`src/pmsc_regs.svh`:
```
// polygon motor speed control: timing counts and encodings
// assumes inclusion by bare name from package and modules
`ifndef PMSC_REGS_SVH
`define PMSC_REGS_SVH
// divisor encoding for {sel_b_high, sel_a}: arbitrary defaults
`define PMSC_DIV_LL 16'h0100
`define PMSC_DIV_LH 16'h0140
`define PMSC_DIV_HL 16'h01A0
`define PMSC_DIV_HH 16'h0280
// phase error window within which the loop counts as locked (cycles)
`define PMSC_LOCK_WIN 16'h0040
// mask time: 0.35 s per uF; capacitor given in units of 0.01 uF
`define PMSC_MASK_MS_PER_UF 350
`define PMSC_CLK_MHZ 100
// cycles per 0.01 uF = 0.35e-2 s * 100e6 = 350000
`define PMSC_MASK_CYC_PER_STEP (`PMSC_MASK_MS_PER_UF * `PMSC_CLK_MHZ * 10)
// hall absence guard, 40 us; a first turn slower than this is cut, so
// lengthen it for motors that start slowly
`define PMSC_HALL_TMO_US 40
`define PMSC_HALL_TMO_CYC (`PMSC_HALL_TMO_US * `PMSC_CLK_MHZ)
// external reference absence guard, same length as the hall guard
`define PMSC_REF_TMO_CYC (`PMSC_HALL_TMO_US * `PMSC_CLK_MHZ)
`define PMSC_ERR_W 16
`endif

```
`src/pmsc_pkg.sv`:
```
// polygon motor speed control: shared types
// assumes pmsc_regs.svh is on the include path
package pmsc_pkg;
  `include "pmsc_regs.svh"
  // three-level decode of the second divisor pin
  typedef enum logic [1:0] {
    PMSC_LVL_LOW = 2'h0,
    PMSC_LVL_MID = 2'h1,
    PMSC_LVL_HIGH = 2'h3
  } pmsc_level_type;
  // drive state, gray coded along off -> drive -> brake
  typedef enum logic [1:0] {
    PMSC_OFF = 2'h0,
    PMSC_DRIVE = 2'h1,
    PMSC_BRAKE = 2'h3,
    PMSC_CUT = 2'h2
  } pmsc_state_type;
  // host pin-level controls
  typedef struct packed {
    logic start_n;
    logic divisor_sel_a_or_ext_ref;
    pmsc_level_type divisor_sel_b;
    logic loop_comp_shutoff_pin_n;
    logic mask_cap_open;
    logic [15:0] mask_cap_centi_uf;
  } pmsc_ctrl_type;
  // motor-side drive decision
  typedef struct packed {
    pmsc_state_type state;
    logic [15:0] drive_level;
    logic low_side_all;
    logic limit_active;
  } pmsc_drive_type;
endpackage

```
`src/pmsc_core.sv`:
```
// polygon motor speed control core: phase compare, drive state, lock
// assumes all pins synchronous to clock_in; analog levels pre-quantised
// Contract
// - compare reference rising edge with feedback rising edge for phase error
// - crystal mode servos feedback to crystal rate over divisor
// - external mode servos feedback frequency to external reference
// - slowing during speed change or pull-in uses low-side short braking
// - stop command turns all outputs off, motor coasts
// - external mode without reference pulses stays braked despite start
// - start with Hall signals absent cuts output current
// - lock detect from phase error only, not speed error
// - lock assertion delayed 0.35 s per microfarad of mask capacitor
// - open mask pin gives undelayed lock report
// - peak current limited when sense voltage reaches threshold
// - shutoff pin pulled low shuts off all drive current
// - second divisor pin is three-level, open reads middle
`timescale 1ns/10ps
module pmsc_core
  import pmsc_pkg::*;
(
  // clock and reset
  input wire logic clock_in,
  input wire logic resetn_in,
  // host controls
  input wire pmsc_pkg::pmsc_ctrl_type ctrl_in,
  // crystal enable and motor side sensing
  input wire logic crystal_tick_in,
  input wire logic speed_feedback_pulse_in,
  input wire logic hall_edge_in,
  input wire logic sense_at_threshold_in,
  // drive decision and status
  output pmsc_pkg::pmsc_drive_type drive_out,
  output logic lock_detect_out,
  output logic [15:0] phase_error_out
);
  import pmsc_pkg::*;

  localparam logic [15:0] LOCK_WIN = `PMSC_LOCK_WIN;
  localparam logic [31:0] HALL_TMO = `PMSC_HALL_TMO_CYC;
  localparam logic [31:0] REF_TMO = `PMSC_REF_TMO_CYC;
  localparam logic [31:0] MASK_STEP = `PMSC_MASK_CYC_PER_STEP;

  typedef struct packed {
    logic fb_prev;
    logic ref_seen;
    logic fb_seen;
    logic [15:0] phase_cnt;
    logic [15:0] phase_err;
    logic lead;
    logic phase_ok;
    logic [31:0] hall_idle;
    logic [31:0] ref_idle;
    logic [47:0] mask_cnt;
    logic lock;
    pmsc_drive_type drive;
  } pmsc_core_state_type;
  pmsc_core_state_type s_q, s_d;

  logic ext_mode;
  logic [15:0] divisor;
  logic ref_pulse;
  logic fb_rise;

  // divisor select from pin pair, low/high combinations only
  function automatic logic [15:0] pick_divisor(input logic a,
                                               input pmsc_level_type b);
    logic hi;
    hi = (b == PMSC_LVL_HIGH);
    case ({hi, a})
      2'h0: pick_divisor = `PMSC_DIV_LL;
      2'h1: pick_divisor = `PMSC_DIV_LH;
      2'h2: pick_divisor = `PMSC_DIV_HL;
      default: pick_divisor = `PMSC_DIV_HH;
    endcase
  endfunction

  // mask length in cycles for a capacitor in 0.01 uF steps; 48 bits so
  // even the largest capacitor code cannot wrap the product
  function automatic logic [47:0] mask_limit(input logic [15:0] cap);
    mask_limit = {16'h0000, MASK_STEP} * {32'h00000000, cap};
  endfunction

  // middle level of the second pin selects the external reference
  assign ext_mode = (ctrl_in.divisor_sel_b == PMSC_LVL_MID);
  assign divisor = pick_divisor(ctrl_in.divisor_sel_a_or_ext_ref,
                                ctrl_in.divisor_sel_b);
  assign fb_rise = speed_feedback_pulse_in & ~s_q.fb_prev;

  pmsc_ref_gen u_ref (
    .clock_in(clock_in),
    .resetn_in(resetn_in),
    .crystal_tick_in(crystal_tick_in),
    .ext_mode_in(ext_mode),
    .ext_ref_in(ctrl_in.divisor_sel_a_or_ext_ref),
    .divisor_in(divisor),
    .ref_pulse_out(ref_pulse)
  );

  // phase compare, supervision and drive decision
  always_comb begin
    s_d = s_q;
    s_d.fb_prev = speed_feedback_pulse_in;
    // phase error: cycles between the two rising edges, sign in lead
    if (ref_pulse && fb_rise) begin
      s_d.phase_err = 16'h0000;
      s_d.phase_cnt = 16'h0000;
      s_d.ref_seen = 1'b0;
      s_d.fb_seen = 1'b0;
      s_d.phase_ok = 1'b1;
    end else if (ref_pulse) begin
      if (s_q.fb_seen) begin
        s_d.phase_err = s_q.phase_cnt; // feedback led: too fast
        s_d.lead = 1'b1;
        s_d.phase_ok = (s_q.phase_cnt <= LOCK_WIN);
        s_d.fb_seen = 1'b0;
        s_d.phase_cnt = 16'h0000;
      end else begin
        s_d.ref_seen = 1'b1;
        s_d.phase_cnt = 16'h0000;
      end
    end else if (fb_rise) begin
      if (s_q.ref_seen) begin
        s_d.phase_err = s_q.phase_cnt; // feedback lagged: too slow
        s_d.lead = 1'b0;
        s_d.phase_ok = (s_q.phase_cnt <= LOCK_WIN);
        s_d.ref_seen = 1'b0;
        s_d.phase_cnt = 16'h0000;
      end else begin
        s_d.fb_seen = 1'b1;
        s_d.phase_cnt = 16'h0000;
      end
    end else if ((s_q.ref_seen || s_q.fb_seen) &&
                 s_q.phase_cnt != 16'hFFFF) begin
      s_d.phase_cnt = s_q.phase_cnt + 16'h0001;
    end else if (s_q.phase_cnt == 16'hFFFF) begin
      s_d.phase_ok = 1'b0; // saturated error is never lock
    end
    // absence timers; idle saturates
    if (hall_edge_in) begin
      s_d.hall_idle = 32'h00000000;
    end else if (s_q.hall_idle < HALL_TMO) begin
      s_d.hall_idle = s_q.hall_idle + 32'h00000001;
    end
    if (ref_pulse || !ext_mode) begin
      s_d.ref_idle = 32'h00000000;
    end else if (s_q.ref_idle < REF_TMO) begin
      s_d.ref_idle = s_q.ref_idle + 32'h00000001;
    end
    // lock mask: phase lock must hold for the mask time
    if (!s_q.phase_ok || s_q.drive.state != PMSC_DRIVE) begin
      s_d.mask_cnt = 48'h000000000000;
      s_d.lock = 1'b0;
    end else if (ctrl_in.mask_cap_open) begin
      s_d.lock = 1'b1;
    end else if (s_q.mask_cnt >=
                 mask_limit(ctrl_in.mask_cap_centi_uf)) begin
      s_d.lock = 1'b1;
    end else begin
      s_d.mask_cnt = s_q.mask_cnt + 48'h000000000001;
    end
    // drive state, priority: stop, shutoff, hall loss, no ext ref, servo
    s_d.drive.low_side_all = 1'b0;
    s_d.drive.limit_active = sense_at_threshold_in;
    if (ctrl_in.start_n) begin
      s_d.drive.state = PMSC_OFF;
      s_d.drive.drive_level = 16'h0000;
    end else if (!ctrl_in.loop_comp_shutoff_pin_n) begin
      s_d.drive.state = PMSC_CUT;
      s_d.drive.drive_level = 16'h0000;
    end else if (s_q.hall_idle >= HALL_TMO) begin
      s_d.drive.state = PMSC_CUT;
      s_d.drive.drive_level = 16'h0000;
    end else if (ext_mode && s_q.ref_idle >= REF_TMO) begin
      s_d.drive.state = PMSC_BRAKE;
      s_d.drive.drive_level = 16'h0000;
      s_d.drive.low_side_all = 1'b1;
    end else if (s_q.lead && s_q.phase_err != 16'h0000) begin
      s_d.drive.state = PMSC_BRAKE;
      s_d.drive.drive_level = 16'h0000;
      s_d.drive.low_side_all = 1'b1;
    end else begin
      s_d.drive.state = PMSC_DRIVE;
      // more lag asks for more current, clipped by the limiter
      if (sense_at_threshold_in) begin
        s_d.drive.drive_level = s_q.drive.drive_level;
      end else begin
        s_d.drive.drive_level = s_q.phase_err;
      end
    end
  end

  // single state register; reset holds outputs off and unlocked
  always_ff @(posedge clock_in or negedge resetn_in) begin
    if (!resetn_in) begin
      s_q <= '0;
    end else begin
      s_q <= s_d;
    end
  end

  assign drive_out = s_q.drive;
  assign lock_detect_out = s_q.lock;
  assign phase_error_out = s_q.phase_err;

  // stop forces outputs off on the next edge
  a_stop_coasts: assert property (@(posedge clock_in)
    disable iff (!resetn_in)
    ctrl_in.start_n |=> drive_out.state == PMSC_OFF &&
    !drive_out.low_side_all)
    else $error("stop did not turn outputs off");
  a_shutoff_cuts: assert property (@(posedge clock_in)
    disable iff (!resetn_in)
    (!ctrl_in.start_n && !ctrl_in.loop_comp_shutoff_pin_n)
    |=> drive_out.drive_level == 16'h0000)
    else $error("shutoff pin did not cut drive");
  a_hall_cut: assert property (@(posedge clock_in)
    disable iff (!resetn_in)
    (!ctrl_in.start_n && s_q.hall_idle >= HALL_TMO)
    |=> drive_out.state != PMSC_DRIVE)
    else $error("drive with hall signals absent");
  a_noref_brake: assert property (@(posedge clock_in)
    disable iff (!resetn_in)
    (!ctrl_in.start_n && ctrl_in.loop_comp_shutoff_pin_n && ext_mode &&
     s_q.hall_idle < HALL_TMO && s_q.ref_idle >= REF_TMO)
    |=> drive_out.low_side_all)
    else $error("missing reference did not brake");
  a_brake_lowside: assert property (@(posedge clock_in)
    disable iff (!resetn_in)
    drive_out.state == PMSC_BRAKE |-> drive_out.low_side_all)
    else $error("brake without low-side drive");
  a_lock_needs_ok: assert property (@(posedge clock_in)
    disable iff (!resetn_in)
    $rose(lock_detect_out) |-> $past(s_q.phase_ok))
    else $error("lock raised without phase lock");
  a_open_mask: assert property (@(posedge clock_in)
    disable iff (!resetn_in)
    (ctrl_in.mask_cap_open && s_q.phase_ok &&
     s_q.drive.state == PMSC_DRIVE) |=> lock_detect_out)
    else $error("open mask pin delayed lock");
  // judge against the mask settings that were in force when lock rose
  a_mask_delay: assert property (@(posedge clock_in)
    disable iff (!resetn_in)
    ($rose(lock_detect_out) && !$past(ctrl_in.mask_cap_open)) |->
    $past(s_q.mask_cnt) >= mask_limit($past(ctrl_in.mask_cap_centi_uf)))
    else $error("lock raised before mask time");
  a_limit_hold: assert property (@(posedge clock_in)
    disable iff (!resetn_in)
    (sense_at_threshold_in && s_q.drive.state == PMSC_DRIVE &&
     s_d.drive.state == PMSC_DRIVE) |=> $stable(drive_out.drive_level))
    else $error("drive rose past current limit");
endmodule

```
`src/pmsc_ref_gen.sv`:
```
// reference pulse generator: divides crystal enable or passes ext ref
// assumes crystal_tick_in is a one-cycle enable from the crystal domain
`timescale 1ns/10ps
module pmsc_ref_gen
  import pmsc_pkg::*;
(
  // clock and reset
  input wire logic clock_in,
  input wire logic resetn_in,
  // reference source
  input wire logic crystal_tick_in,
  input wire logic ext_mode_in,
  input wire logic ext_ref_in,
  input wire logic [15:0] divisor_in,
  // reference rising-edge pulse
  output logic ref_pulse_out
);
  typedef struct packed {
    logic [15:0] count;
    logic ext_prev;
    logic pulse;
  } pmsc_rg_state_type;
  pmsc_rg_state_type s_q, s_d;

  // crystal divide-by-N or external edge detect
  always_comb begin
    s_d = s_q;
    s_d.pulse = 1'b0;
    s_d.ext_prev = ext_ref_in;
    if (ext_mode_in) begin
      s_d.count = 16'h0000;
      s_d.pulse = ext_ref_in & ~s_q.ext_prev;
    end else if (crystal_tick_in) begin
      if (s_q.count >= divisor_in - 16'h0001) begin
        s_d.count = 16'h0000;
        s_d.pulse = 1'b1;
      end else begin
        s_d.count = s_q.count + 16'h0001;
      end
    end
  end

  always_ff @(posedge clock_in or negedge resetn_in) begin
    if (!resetn_in) begin
      s_q <= '0;
    end else begin
      s_q <= s_d;
    end
  end

  assign ref_pulse_out = s_q.pulse;
endmodule

```
`config.mk`:
```
export PLATFORM = sky130hd
export DESIGN_NAME = pmsc_core
export DESIGN_NICKNAME = d
export VERILOG_FILES = /design/src/pmsc_pkg.sv /design/src/pmsc_core.sv /design/src/pmsc_ref_gen.sv
export VERILOG_INCLUDE_DIRS = /design/src
export SDC_FILE = /design/constraint.sdc
export NUM_CORES = 1
export LEC_CHECK = 0
export ABC_AREA = 1
export CAP_MARGIN = 20
export CORE_MARGIN = 5
export CORE_UTILIZATION = 50
export DETAILED_ROUTE_END_ITERATION = 12
export DONT_BUFFER_PORTS = 1
export PLACE_DENSITY = 0.65
export SLEW_MARGIN = 20
export SYNTH_ARGS = -nofsm -noshare
export SYNTH_HDL_FRONTEND = slang
export SYNTH_SLANG_ARGS = --single-unit
```
`constraint.sdc`:
```
create_clock -name clock_in -period 3.1 [get_ports clock_in]
set_input_delay 0.465 -clock clock_in [delete_from_list [all_inputs] [get_ports clock_in]]
set_output_delay 0.465 -clock clock_in [all_outputs]
set_load 0.05 [all_outputs]
```
* Word level (Yosys, flattened, before mapping)
Cells that the tools add are included.
Cells by class: mux-type cells 40, reduce and logical (&&, ||, !) cells 27, equal/unequal tests 16, add/sub/neg operators 6, magnitude comparators 7, bitwise logic cells 5, multiply operators 1
Operators by type and width (count):
- 32-bit two-way mux | 4
- 18-bit two-way mux | 6
- 16-bit two-way mux | 6
- 48-bit two-way mux | 2
- 32-bit by 1-bit adder with 32-bit output (second input constant) | 2
- 32-bit by 12-bit greater-or-equal comparator with 1-bit output (second input constant) | 2
- 32-bit by 12-bit less-than comparator with 1-bit output (second input constant) | 2
- 49-bit two-way mux | 1
- 48-bit by 1-bit adder with 48-bit output (second input constant) | 1
- 48-bit by 35-bit greater-or-equal comparator with 1-bit output | 1
- 36-bit two-way mux | 1
- 34-bit two-way mux | 1
- 16-bit by 1-bit adder with 16-bit output (second input constant) | 2
- 15-bit by 16-bit multiplier with 31-bit output (first input constant) | 1
- 10-bit one-hot mux with 3 select lines | 1
- 19-bit two-way mux | 1
- 17-bit two-way mux | 1
- 16-bit == test (second input constant) | 1
- 16-bit greater-or-equal comparator | 1
- 16-bit by 7-bit less-or-equal comparator with 1-bit output (second input constant) | 1
- 16-bit != test (second input constant) | 1
- 16-bit nonzero test | 1
- 1-bit two-way mux | 15
- 10-bit by 1-bit subtractor with 11-bit output (second input constant) | 1
- other kinds (22) | 46
Word-level totals: bits of input ports 28, register bits after elaboration 188, word-level logic and storage cells 120

* Logic depth before layout (Yosys ltp)
Gate-level depths: netlist (run 1).
depth in word-level cells 8, depth in mapped cells 37

* Modules after synthesis
Synthesis (run 1) repeated with hierarchy kept, for this count alone.
Unflattened totals: cell total of the unflattened synthesis 2245, area total of the unflattened synthesis 17061.4 um^2
By module, submodules not included:
- pmsc_core | times used 1, area each 15205.8 um^2, cells each 1968
- pmsc_ref_gen | times used 1, area each 1855.5 um^2, cells each 277

* Worst setup path before layout (run 1)
No wires, ideal clock.
kind input to register, start point input ctrl_in[9] (netlist name), end point register s_q[31] (netlist name), arrival time 5.758 ns, stages 30, data required time 2.981 ns, path buffers 2, path slack -2.776 ns, path through ha_1 fa_1 inv_1 fa_1 inv_1 fa_1 fa_1 inv_1 fa_1 inv_1 ha_1 a21oi_1 o21ai_0 a21oi_1 nand2_1 nand2_1 nand2_1 nand2_1 nand2_1 ha_1 nand2_1 nor2_1 and2_1 nand3_1 nor2_1 nand2_1 buf_2 buf_2 nand4_1 nand2_1
Between the ends: word-level cells in the longest chain between the ends 4
RTL lines:
- from (decl) | RTL line pmsc_core.sv:25 | input wire pmsc_pkg::pmsc_ctrl_type ctrl_in,
- 15-bit by 16-bit multiplier with 31-bit output | RTL line pmsc_core.sv:80 | mask_limit = {16'h0000, MASK_STEP} * {32'h00000000, cap};
- 48-bit by 35-bit greater-or-equal comparator with 1-bit output | RTL line pmsc_core.sv:155 | end else if (s_q.mask_cnt >=
- 2-bit != test (no source line)
- 2-bit AND reduction (no source line)
- to (signal assigned) | RTL line pmsc_core.sv:195 | s_q <= '0;
- to (signal assigned) | RTL line pmsc_core.sv:197 | s_q <= s_d;
- to (decl) | RTL line pmsc_core.sv:57 | pmsc_core_state_type s_q, s_d;
No other way between the ends. A chain may end at the register's enable or synchronous reset.

* Worst setup path after layout (run 1)
start point input ctrl_in[11] (netlist name), end point register s_q[47] (netlist name)
The elaborated chain is that of the path after synthesis.

==> results.cfg, run 1 <==
[yosys]
synth_common_cells = 400 x inv_1, 387 x nand2_1, 251 x nor2_1
yosys_warnings = 0
synth_nets = 2356
synthesis.area_um2 = 16000
synth_ff_type = dfrtp_1
synth_most_common_cell = inv_1
synth_seq_cells = 188
async_flop_share_pct = 100
synth_edf_count = 0
synth_area_leaders = dfrtp_1 29%, ha_1 14%, fa_1 10%, inv_1 9.4%, nand2_1 9.1%
yosysSeqAreaShare_pct = 29.4
synth_top_cell_by_area = dfrtp_1
yosys.cell_types.count = 45
postSynthAreaPerCell_um2 = 7.75
synthCells = 2066
synth_top_cell_area_share_pct = 29.4

[clocking]
cts_tree = yes
clk_pin_slew_ps = 70
cts.htree.levels = 4
cts_buffers = 17
clk_path_buf_depth = 2
worstSkewPairLatency_ps = 440
cts_sinks = 188
root_buffer = clkbuf_16

[power]
leakagePower_nw = 9.47
switchingPower_mw = 9.59
ir_drop_mv = 1.07
p_comb_share_pct = 74.0
p_per_area_nw_per_um2 = 1090
swShare_pct = 47.1
p_clk_share_pct = 11.4
p_int_mw = 10.8
pwr-share-seq_pct = 14.6

[timing]
fin_skew_ps = 11.1
timing.final.crit_share_pct = 185
fin_ws_ps = -2640
finalMaxSlewViolations = 0
setup_violations = 37
relSlewSlack_pct = 46.7
worstMarginPinSlew_ps = 797
timing.fmax_mhz = 174
hold_slack_ps = -285
hold_viol_final = 188
rsz0062_at_grt = true
fin_crit_ps = 5740

[route]
wl_per_cell_um = 15.1
drtIter0Drc = 785
via_count = 13300
wirelength_mm = 38.6
drc = 0
ant_nets = 0
drt_first_pass_iters = 7
viasPerCell = 5.18

[cells_and_area]
diodes = 0
fillCellCount = 2818
fin_nets = 2442
final_layout_size_suffix_gt1_share_pct = 14.9
utilization_pct = 59.1
stdcell_count = 2567
area_growth_pct = 16.4

[run]
drv_cap = 0

[worst_setup_path]
reg2reg_from = phase_error_out[0]
r2r_slack_ps = 870
cpMostUsedCell = fa_1
cp-start-kind = primary input
cp.required_ps = 3420
worst-path-max-fanout = 5
worst-setup-path-type = primary input to register
slowest_stage = fa_1
end_kind = register
critPathArrivalTime_ps = 6060
cpPeakStageDelay_ps = 550
ff2ff_path_depth = 7
r2r_end = drive_out[13]

[status]
violations = negative hold slack, negative setup slack
outcome = complete, but fails checks

[grt]
grt_pass1_vias = 13700
grt_max_degree = 189
overflow = 0
grt.total_usage_pct = 22.5
antenna_found_initial = 0
grt_first_pass_wirelength_mm = 66.6

[floorplan]
dieWidth_um = 189
start_util_pct = 50.7
ios = 65
die_area_um2 = 35700
core_um2 = 31600
die_h_um = 189
rows = 65

[placed_design]
port_buffers = 0
placed_cells = 2518
dp_hpwl_mm = 29.8
routabilityCongestion = 0.918

[worst_hold_path]
hp-class = primary input to asynchronous set/reset pin
-- kinds of logic (layout without fill, tap and decap cells) --
group,count (synthesis),after routing,synth area share [%]
simple gates,900,900,24.3
buf+inv,484,583,12.6
fa+ha+maj,262,262,24.4
flops,188,188,29.4
compound gates,165,165,5.61
xor+xnor,51,51,2.79
mux,16,16,1.00
-- through the flow --
step | hold slack, ps | cell area [um2] | total power, mW | TNS, ps | setup slack [ps]
5_1_grt | -315 | 18600 | 22.2 | -103560 | -2860
3_5_place_dp | 174 | 17400 | 16.0 | -115310 | -3130
3_3_place_gp | 174 | 17400 | 15.8 | -114890 | -3110
6_report | -285 | 18600 | 20.4 | -94660 | -2640
4_1_cts | -306 | 18500 | 19.5 | -90830 | -2490
2_1_floorplan | 169 | 16400 | 11.5 | -88330 | -2400
-- worst max path at each step --
stage / start / to / slack (ps) / cells past startpoint
final: ctrl_in[11] / s_q[47] / -2640 / 29
after global routing: ctrl_in[2] / s_q[47] / -2860 / 31
after CTS: ctrl_in[14] / s_q[48] / -2490 / 29
after detailed placement: ctrl_in[5] / s_q[38] / -3130 / 26
after global placement: ctrl_in[5] / s_q[22] / -3110 / 26
after floorplan: ctrl_in[12] / s_q[27] / -2400 / 30
-- cell usage in the layout, fill, tap and decap left out, types with 4 or more instances in the layout --
master	count
a21o_1	7
a21oi_1	53
a21oi_2	11
a21oi_4	4
a31oi_1	4
buf_12	8
buf_4	127
clkbuf_16	17
dfrtp_1	188
fa_1	81
ha_1	152
ha_4	27
inv_1	377
inv_2	28
inv_8	4
mux2i_1	16
nand2_1	369
nand2_2	18
nand2_4	7
nand3_1	124
nand3_2	6
nand3b_1	4
nand4_1	72
nor2_1	233
nor2_2	17
nor2_4	7
nor3_1	23
nor4_1	7
o21ai_0	55
o21ai_1	9
o22ai_1	6
xnor2_1	27
xor2_1	22
-- timing repair --
item	4_1_cts	5_1_grt
setup endpoints to repair	37	37
gates resized for setup	66	35
gates cloned	5	0
endpoints found under the hold margin	188	188
setup buffers	5	8
pin swaps	18	41
-- worst max-delay path: cells and delay by family --
family / cells / cell delay, ps
and+or+nand+nor: 14 / 1550
buffers and inverters: 7 / 700
adders and majority gates: 8 / 3340
-- flip-flops by register name, indices dropped and copies added (netlist names) --
register             flops
u_ref.s_q               17
drive_out               20
u_ref.ref_pulse_out      1
s_q                    133
lock_detect_out          1
phase_error_out         16
-- power by group through the flow --
| stage | registers [mW] | logic [mW] | clock network (mW) |
|---|---|---|---|
| 6_report | 2.98 | 15.1 | 2.33 |
| 4_1_cts | 2.98 | 14.2 | 2.38 |
| 3_5_place_dp | 3.03 | 13.0 | 0 |
| 2_1_floorplan | 2.69 | 8.85 | 0 |
| 3_3_place_gp | 3.03 | 12.8 | 0 |
| 5_1_grt | 2.99 | 16.7 | 2.50 |
-- layout make-up --
type | count | area, um2 | area share [%]
Multi-Input combinational cell | 1394 | 9990 | 53.6
Clock inverter | 15 | 204 | 1.09
Tap cell | 402 | 503 | 2.70
Clock buffer | 17 | 425 | 2.28
Inverter | 409 | 1550 | 8.30
Sequential cell | 188 | 4700 | 25.2
Timing Repair Buffer | 142 | 1270 | 6.79
-- routing by layer --
metal / global-route usage, % / vias to the layer above / wire length, um
met3: 3.08 / 65 / 1260
met2: 39.7 / 264 / 19500
li1: - / 6663 / -
met4: 7.01 / 0 / 929
met1: 28.7 / 6306 / 17000
met5: 0 / - / 0
Power figures use the tool's default switching activity.
==> run 2: changes to the inputs <==
--- a/config.mk
+++ b/config.mk
@@ -9,10 +9,10 @@
 export ABC_AREA = 1
 export CAP_MARGIN = 20
 export CORE_MARGIN = 5
-export CORE_UTILIZATION = 50
+export CORE_UTILIZATION = 63
 export DETAILED_ROUTE_END_ITERATION = 12
 export DONT_BUFFER_PORTS = 1
-export PLACE_DENSITY = 0.65
+export PLACE_DENSITY = 0.79
 export SLEW_MARGIN = 20
 export SYNTH_ARGS = -nofsm -noshare
 export SYNTH_HDL_FRONTEND = slang
==> results.cfg, run 2 (synthesis results as in run 1) <==
[status]
outcome = complete, but fails checks
violations = negative hold slack, negative setup slack

[route]
viasPerCell = 5.51
ant_nets = 0
drtIter0Drc = 986
drt_first_pass_iters = 6
wirelength_mm = 39.3
via_count = 13800
wl_per_cell_um = 15.7
drc = 0

[power]
ir_drop_mv = 1.22
leakagePower_nw = 9.53
p_per_area_nw_per_um2 = 1140
power.total_mw = 21.5

[worst_setup_path]
r2r_slack_ps = 730
worst-setup-path-type = primary input to register
cp-start-kind = primary input
critPathArrivalTime_ps = 6030
worst-path-max-fanout = 5
path_buf_inv = 7
end_kind = register
slowest_stage = fa_1
cpMostUsedCell = nand2_1
crit_family = adder cells
cpPeakStageDelay_ps = 560
cp.required_ps = 3420

[cells_and_area]
final_layout_size_suffix_gt1_share_pct = 16.9
fin_area_um2 = 18800
final_common_cell = inv_1
utilization_pct = 74.9
top_register = s_q
fin_nets = 2450
diodes = 0
area_growth_pct = 17.4
largest_reg_flops = 133
layout_common_cells = 374 x inv_1, 363 x nand2_1, 234 x nor2_1

[floorplan]
die_h_um = 169
core_um2 = 25100
die_area_um2 = 28700
dieWidth_um = 169
ios = 65
rows = 58
start_util_pct = 63.8

[clocking]
clk_path_buf_depth = 2
cts.htree.levels = 4
worstSkewPairLatency_ps = 440
root_buffer = clkbuf_16
cts_tree = yes
clk_pin_slew_ps = 80
cts_sinks = 188
cts_buffers = 17

[placed_design]
dpl-instance-area_um2 = 17300
dp_hpwl_mm = 28.9
port_buffers = 0
routabilityCongestion = 0.961

[grt]
grt_max_degree = 189
grt.total_usage_pct = 28.1
overflow = 0
grt_first_pass_wirelength_mm = 66.9
grt_pass1_vias = 14000
antenna_found_initial = 0

[timing]
worstMarginPinSlew_ps = 960
timing.final.crit_share_pct = 184
rsz0062_at_grt = true
hold_slack_ps = -288
setup_violations = 37
timing.fmax_mhz = 175
fin_skew_ps = 15.5
fin_crit_ps = 5700
fin_ws_ps = -2600
setup_tns_ps = -94870
relSlewSlack_pct = 35.8
finalMaxSlewViolations = 0
hold_viol_final = 188

[worst_hold_path]
hp-class = primary input to asynchronous set/reset pin

[run]
drv_cap = 0
run 2: cell count changes in the layout (fill, tap and decap cells not counted), sizes merged:
cell / previous run / this run
buf: 141 / 148
bufbuf: 1 / 0
bufinv: 3 / 0
clkbuf: 17 / 19
clkinv: 5 / 8
clkinvlp: 2 / 0
inv: 414 / 416
run 2: layout make-up:
| type | instances | area (um2) |
|---|---|---|
| multi-input combinational | 1394 | 10200 |
| tap | 330 | 413 |
| timing repair buffer | 150 | 1370 |
| clock inverter | 15 | 168 |
| inverter | 409 | 1540 |
| sequential | 188 | 4700 |
| fill | 1797 | 6310 |
| clock buffer | 17 | 425 |
run 2: routing by layer:
layer  vias up  share of wire (%)  track usage, %
met4         0                2.9            9.28
met2       440                 51            49.8
met5         -                  0               0
met1      6555                 41            35.7
met3       104                5.1            3.59
li1       6694                  -               -
run 2: timing repair:
action / in CTS / in global routing
pin swaps: 58 / 28
gates cloned: 4 / 2
endpoints found under the hold margin: 188 / 188
gates resized for setup: 82 / 61
endpoints found under the setup margin: 37 / 37
setup buffers: 14 / 2
run 2: power breakdown:
group	internal, mW	switching, mW
clock	1.09	1.09
sequential	2.56	0.413
combinational	7.60	8.71
run 2: worst paths after layout:
| kind | start | endpoint | cells past startpoint |
|---|---|---|---|
| min in group clock_in | speed_feedback_pulse_in | s_q[169] | 0 |
| setup reg to reg | u_ref.ref_pulse_out | phase_error_out[9] | 6 |
| setup / recovery | ctrl_in[12] | s_q[45] | 32 |
| hold / removal | resetn_in | s_q[164] | 0 |
| hold reg to reg | u_ref.s_q[1] | u_ref.ref_pulse_out | 1 |
| max in group asynchronous | resetn_in | s_q[43] | 0 |
run 2: metrics by stage:
| step | hold slack (ps) | instances | worst slack [ps] |
|---|---|---|---|
| 2_1_floorplan | 169 | 2066 | -2400 |
| 3_3_place_gp | 176 | 2449 | -2870 |
| 3_5_place_dp | 175 | 2449 | -3000 |
| 4_1_cts | -300 | 2499 | -2420 |
| 5_1_grt | -307 | 2503 | -2790 |
| 6_report | -288 | 2503 | -2600 |
==> run 3: changes to the inputs <==
--- a/config.mk
+++ b/config.mk
@@ -7,12 +7,13 @@
 export NUM_CORES = 1
 export LEC_CHECK = 0
 export ABC_AREA = 1
+export BUFFER_PORTS_ARGS = -buffer_cell sky130_fd_sc_hd__buf_4
 export CAP_MARGIN = 20
 export CORE_MARGIN = 5
-export CORE_UTILIZATION = 63
+export CORE_UTILIZATION = 32
+export CTS_CLUSTER_SIZE = 14
 export DETAILED_ROUTE_END_ITERATION = 12
-export DONT_BUFFER_PORTS = 1
-export PLACE_DENSITY = 0.79
+export PLACE_DENSITY = 0.47
 export SLEW_MARGIN = 20
 export SYNTH_ARGS = -nofsm -noshare
 export SYNTH_HDL_FRONTEND = slang
==> results.cfg, run 3 (synthesis results as in run 1) <==
[status]
outcome = complete, but fails checks
violations = negative setup slack

[timing]
timing.fmax_mhz = 172
hold_viol_final = 0
fin_crit_ps = 5800
hold_slack_ps = 138
timing.final.crit_share_pct = 187
setup_tns_ps = -98820
rsz0062_at_grt = true
finalMaxSlewViolations = 0
worstMarginPinSlew_ps = 881
relSlewSlack_pct = 41.2
fin_ws_ps = -2700
setup_violations = 37
fin_skew_ps = 14.3

[worst_setup_path]
end_kind = register
cpPeakStageDelay_ps = 550
cp_num_cells = 30
slowest_stage = fa_1
r2r_slack_ps = 910
cp-endpoint = s_q[41]
path_buf_inv = 10
r2r_end = s_q[53]
startpoint = ctrl_in[3]
cp-start-kind = primary input
cp.required_ps = 3440
reg2reg_from = s_q[21]
worst-setup-path-type = primary input to register
worst-path-max-fanout = 8
ff2ff_path_depth = 11
crit_family = adder cells
critPathArrivalTime_ps = 6140

[power]
pwr-share-seq_pct = 12.3
p_clk_share_pct = 9.4
leakagePower_nw = 10.1
swShare_pct = 46.6
switchingPower_mw = 10.2
p_int_mw = 11.7
p_comb_share_pct = 78.3
ir_drop_mv = 0.942
power.total_mw = 21.8
p_per_area_nw_per_um2 = 1080

[worst_hold_path]
min_path_cells = 1
hp-class = primary input to register

[grt]
grt_max_degree = 71
grt.total_usage_pct = 15.5
grt_first_pass_wirelength_mm = 68.8
grt_pass1_vias = 13600
antenna_found_initial = 0
overflow = 0

[cells_and_area]
multiInputGateArea_um2 = 10200
diodes = 0
top_register = s_q
seq_area_um2 = 4700
final_layout_size_suffix_gt1_share_pct = 20.6
fin_nets = 2559
layout_common_cells = 371 x inv_1, 363 x nand2_1, 233 x nor2_1
largest_reg_flops = 133
area_growth_pct = 26.3
stdcell_count = 2953
fin_area_um2 = 20200
utilization_pct = 40.6
fillCellCount = 5085
final_common_cell = inv_1

[route]
drtIter0Drc = 690
drt_first_pass_iters = 5
viasPerCell = 4.62
ant_nets = 0
wirelength_mm = 42.5
drc = 0
wl_per_cell_um = 14.4
via_count = 13600

[clocking]
root_buffer = clkbuf_16
cts_buffers = 17
cts.htree.levels = 4
clk_pin_slew_ps = 70
cts_sinks = 188
clk_path_buf_depth = 2
worstSkewPairLatency_ps = 460
cts_tree = yes

[placed_design]
placed_cells = 2890
routabilityCongestion = 0.876
dpl-instance-area_um2 = 18500
place_ws_ps = -3330
port_buffers = 64
dp_hpwl_mm = 32.7

[floorplan]
die_h_um = 234
core_um2 = 49900
dieWidth_um = 234
start_util_pct = 32.1
rows = 82
ios = 65
die_area_um2 = 54600

[run]
drv_cap = 0
==> run 3: cell types whose count changed in the layout (fill, tap and decap cells not counted), sizes merged <==
| cell | change |
|---|---|
| clkinvlp | +2 |
| clkinv | -2 |
| buf | +100 |
| clkbuf | +11 |
| dlygate4sd3 | +1 |
| inv | -4 |
==> run 3: power groups by stage <==
stage | clock network, mW | logic (mW) | registers, mW
4_1_cts | 2.12 | 15.8 | 2.69
3_5_place_dp | 0 | 14.3 | 2.74
3_3_place_gp | 0 | 14.2 | 2.73
2_1_floorplan | 0 | 8.85 | 2.69
6_report | 2.06 | 17.1 | 2.69
5_1_grt | 2.20 | 18.9 | 2.70
==> run 3: worst min path at each step <==
| stage | slack [ps] | startpoint | end |
|---|---|---|---|
| 2_1_floorplan | 170 | resetn_in | drive_out[0] |
| 3_3_place_gp | 430 | u_ref.s_q[1] | u_ref.ref_pulse_out |
| 3_5_place_dp | 430 | u_ref.s_q[1] | u_ref.ref_pulse_out |
| 4_1_cts | 110 | speed_feedback_pulse_in | s_q[169] |
| 5_1_grt | 110 | speed_feedback_pulse_in | s_q[169] |
| 6_report | 140 | speed_feedback_pulse_in | s_q[169] |
==> run 3: layer usage <==
metal / vias to the layer above / track usage [%] / part of all wire [%]
met2: 182 / 26.4 / 49
met4: 0 / 4.04 / 1.7
met1: 6512 / 21.0 / 47
met3: 42 / 1.75 / 2.3
met5: - / 0 / 0
li1: 6896 / - / -
==> run 3: worst reg2reg max path: stages, from the launching register on <==
cell and delay, ps:
dfrtp_1 520, ha_1 410, inv_1 120, nor2_2 240
nand2_1 170, nor2_1 240, nand2_1 90, nand2_1 70
nand2_1 50, inv_1 40, nand4_1 90, nand2_1 100
==> run 3: area by class of cell <==
cell class	instances	area share, %
clock inverters	11	0.421
multi-input cells	1394	50.5
clock buffers	20	2.21
flip-flops and latches	188	23.3
repair buffers	259	11.8
inverters	409	7.62
well taps	672	4.16
==> run 3: timing repair <==
item / 4_1_cts / 5_1_grt
pin swaps: 11 / 95
setup buffers: 8 / 7
hold endpoints to repair: 50 / 0
cloned: 4 / 13
setup endpoints to repair: 37 / 37
resized for setup: 68 / 90
hold buffers: 1 / 0
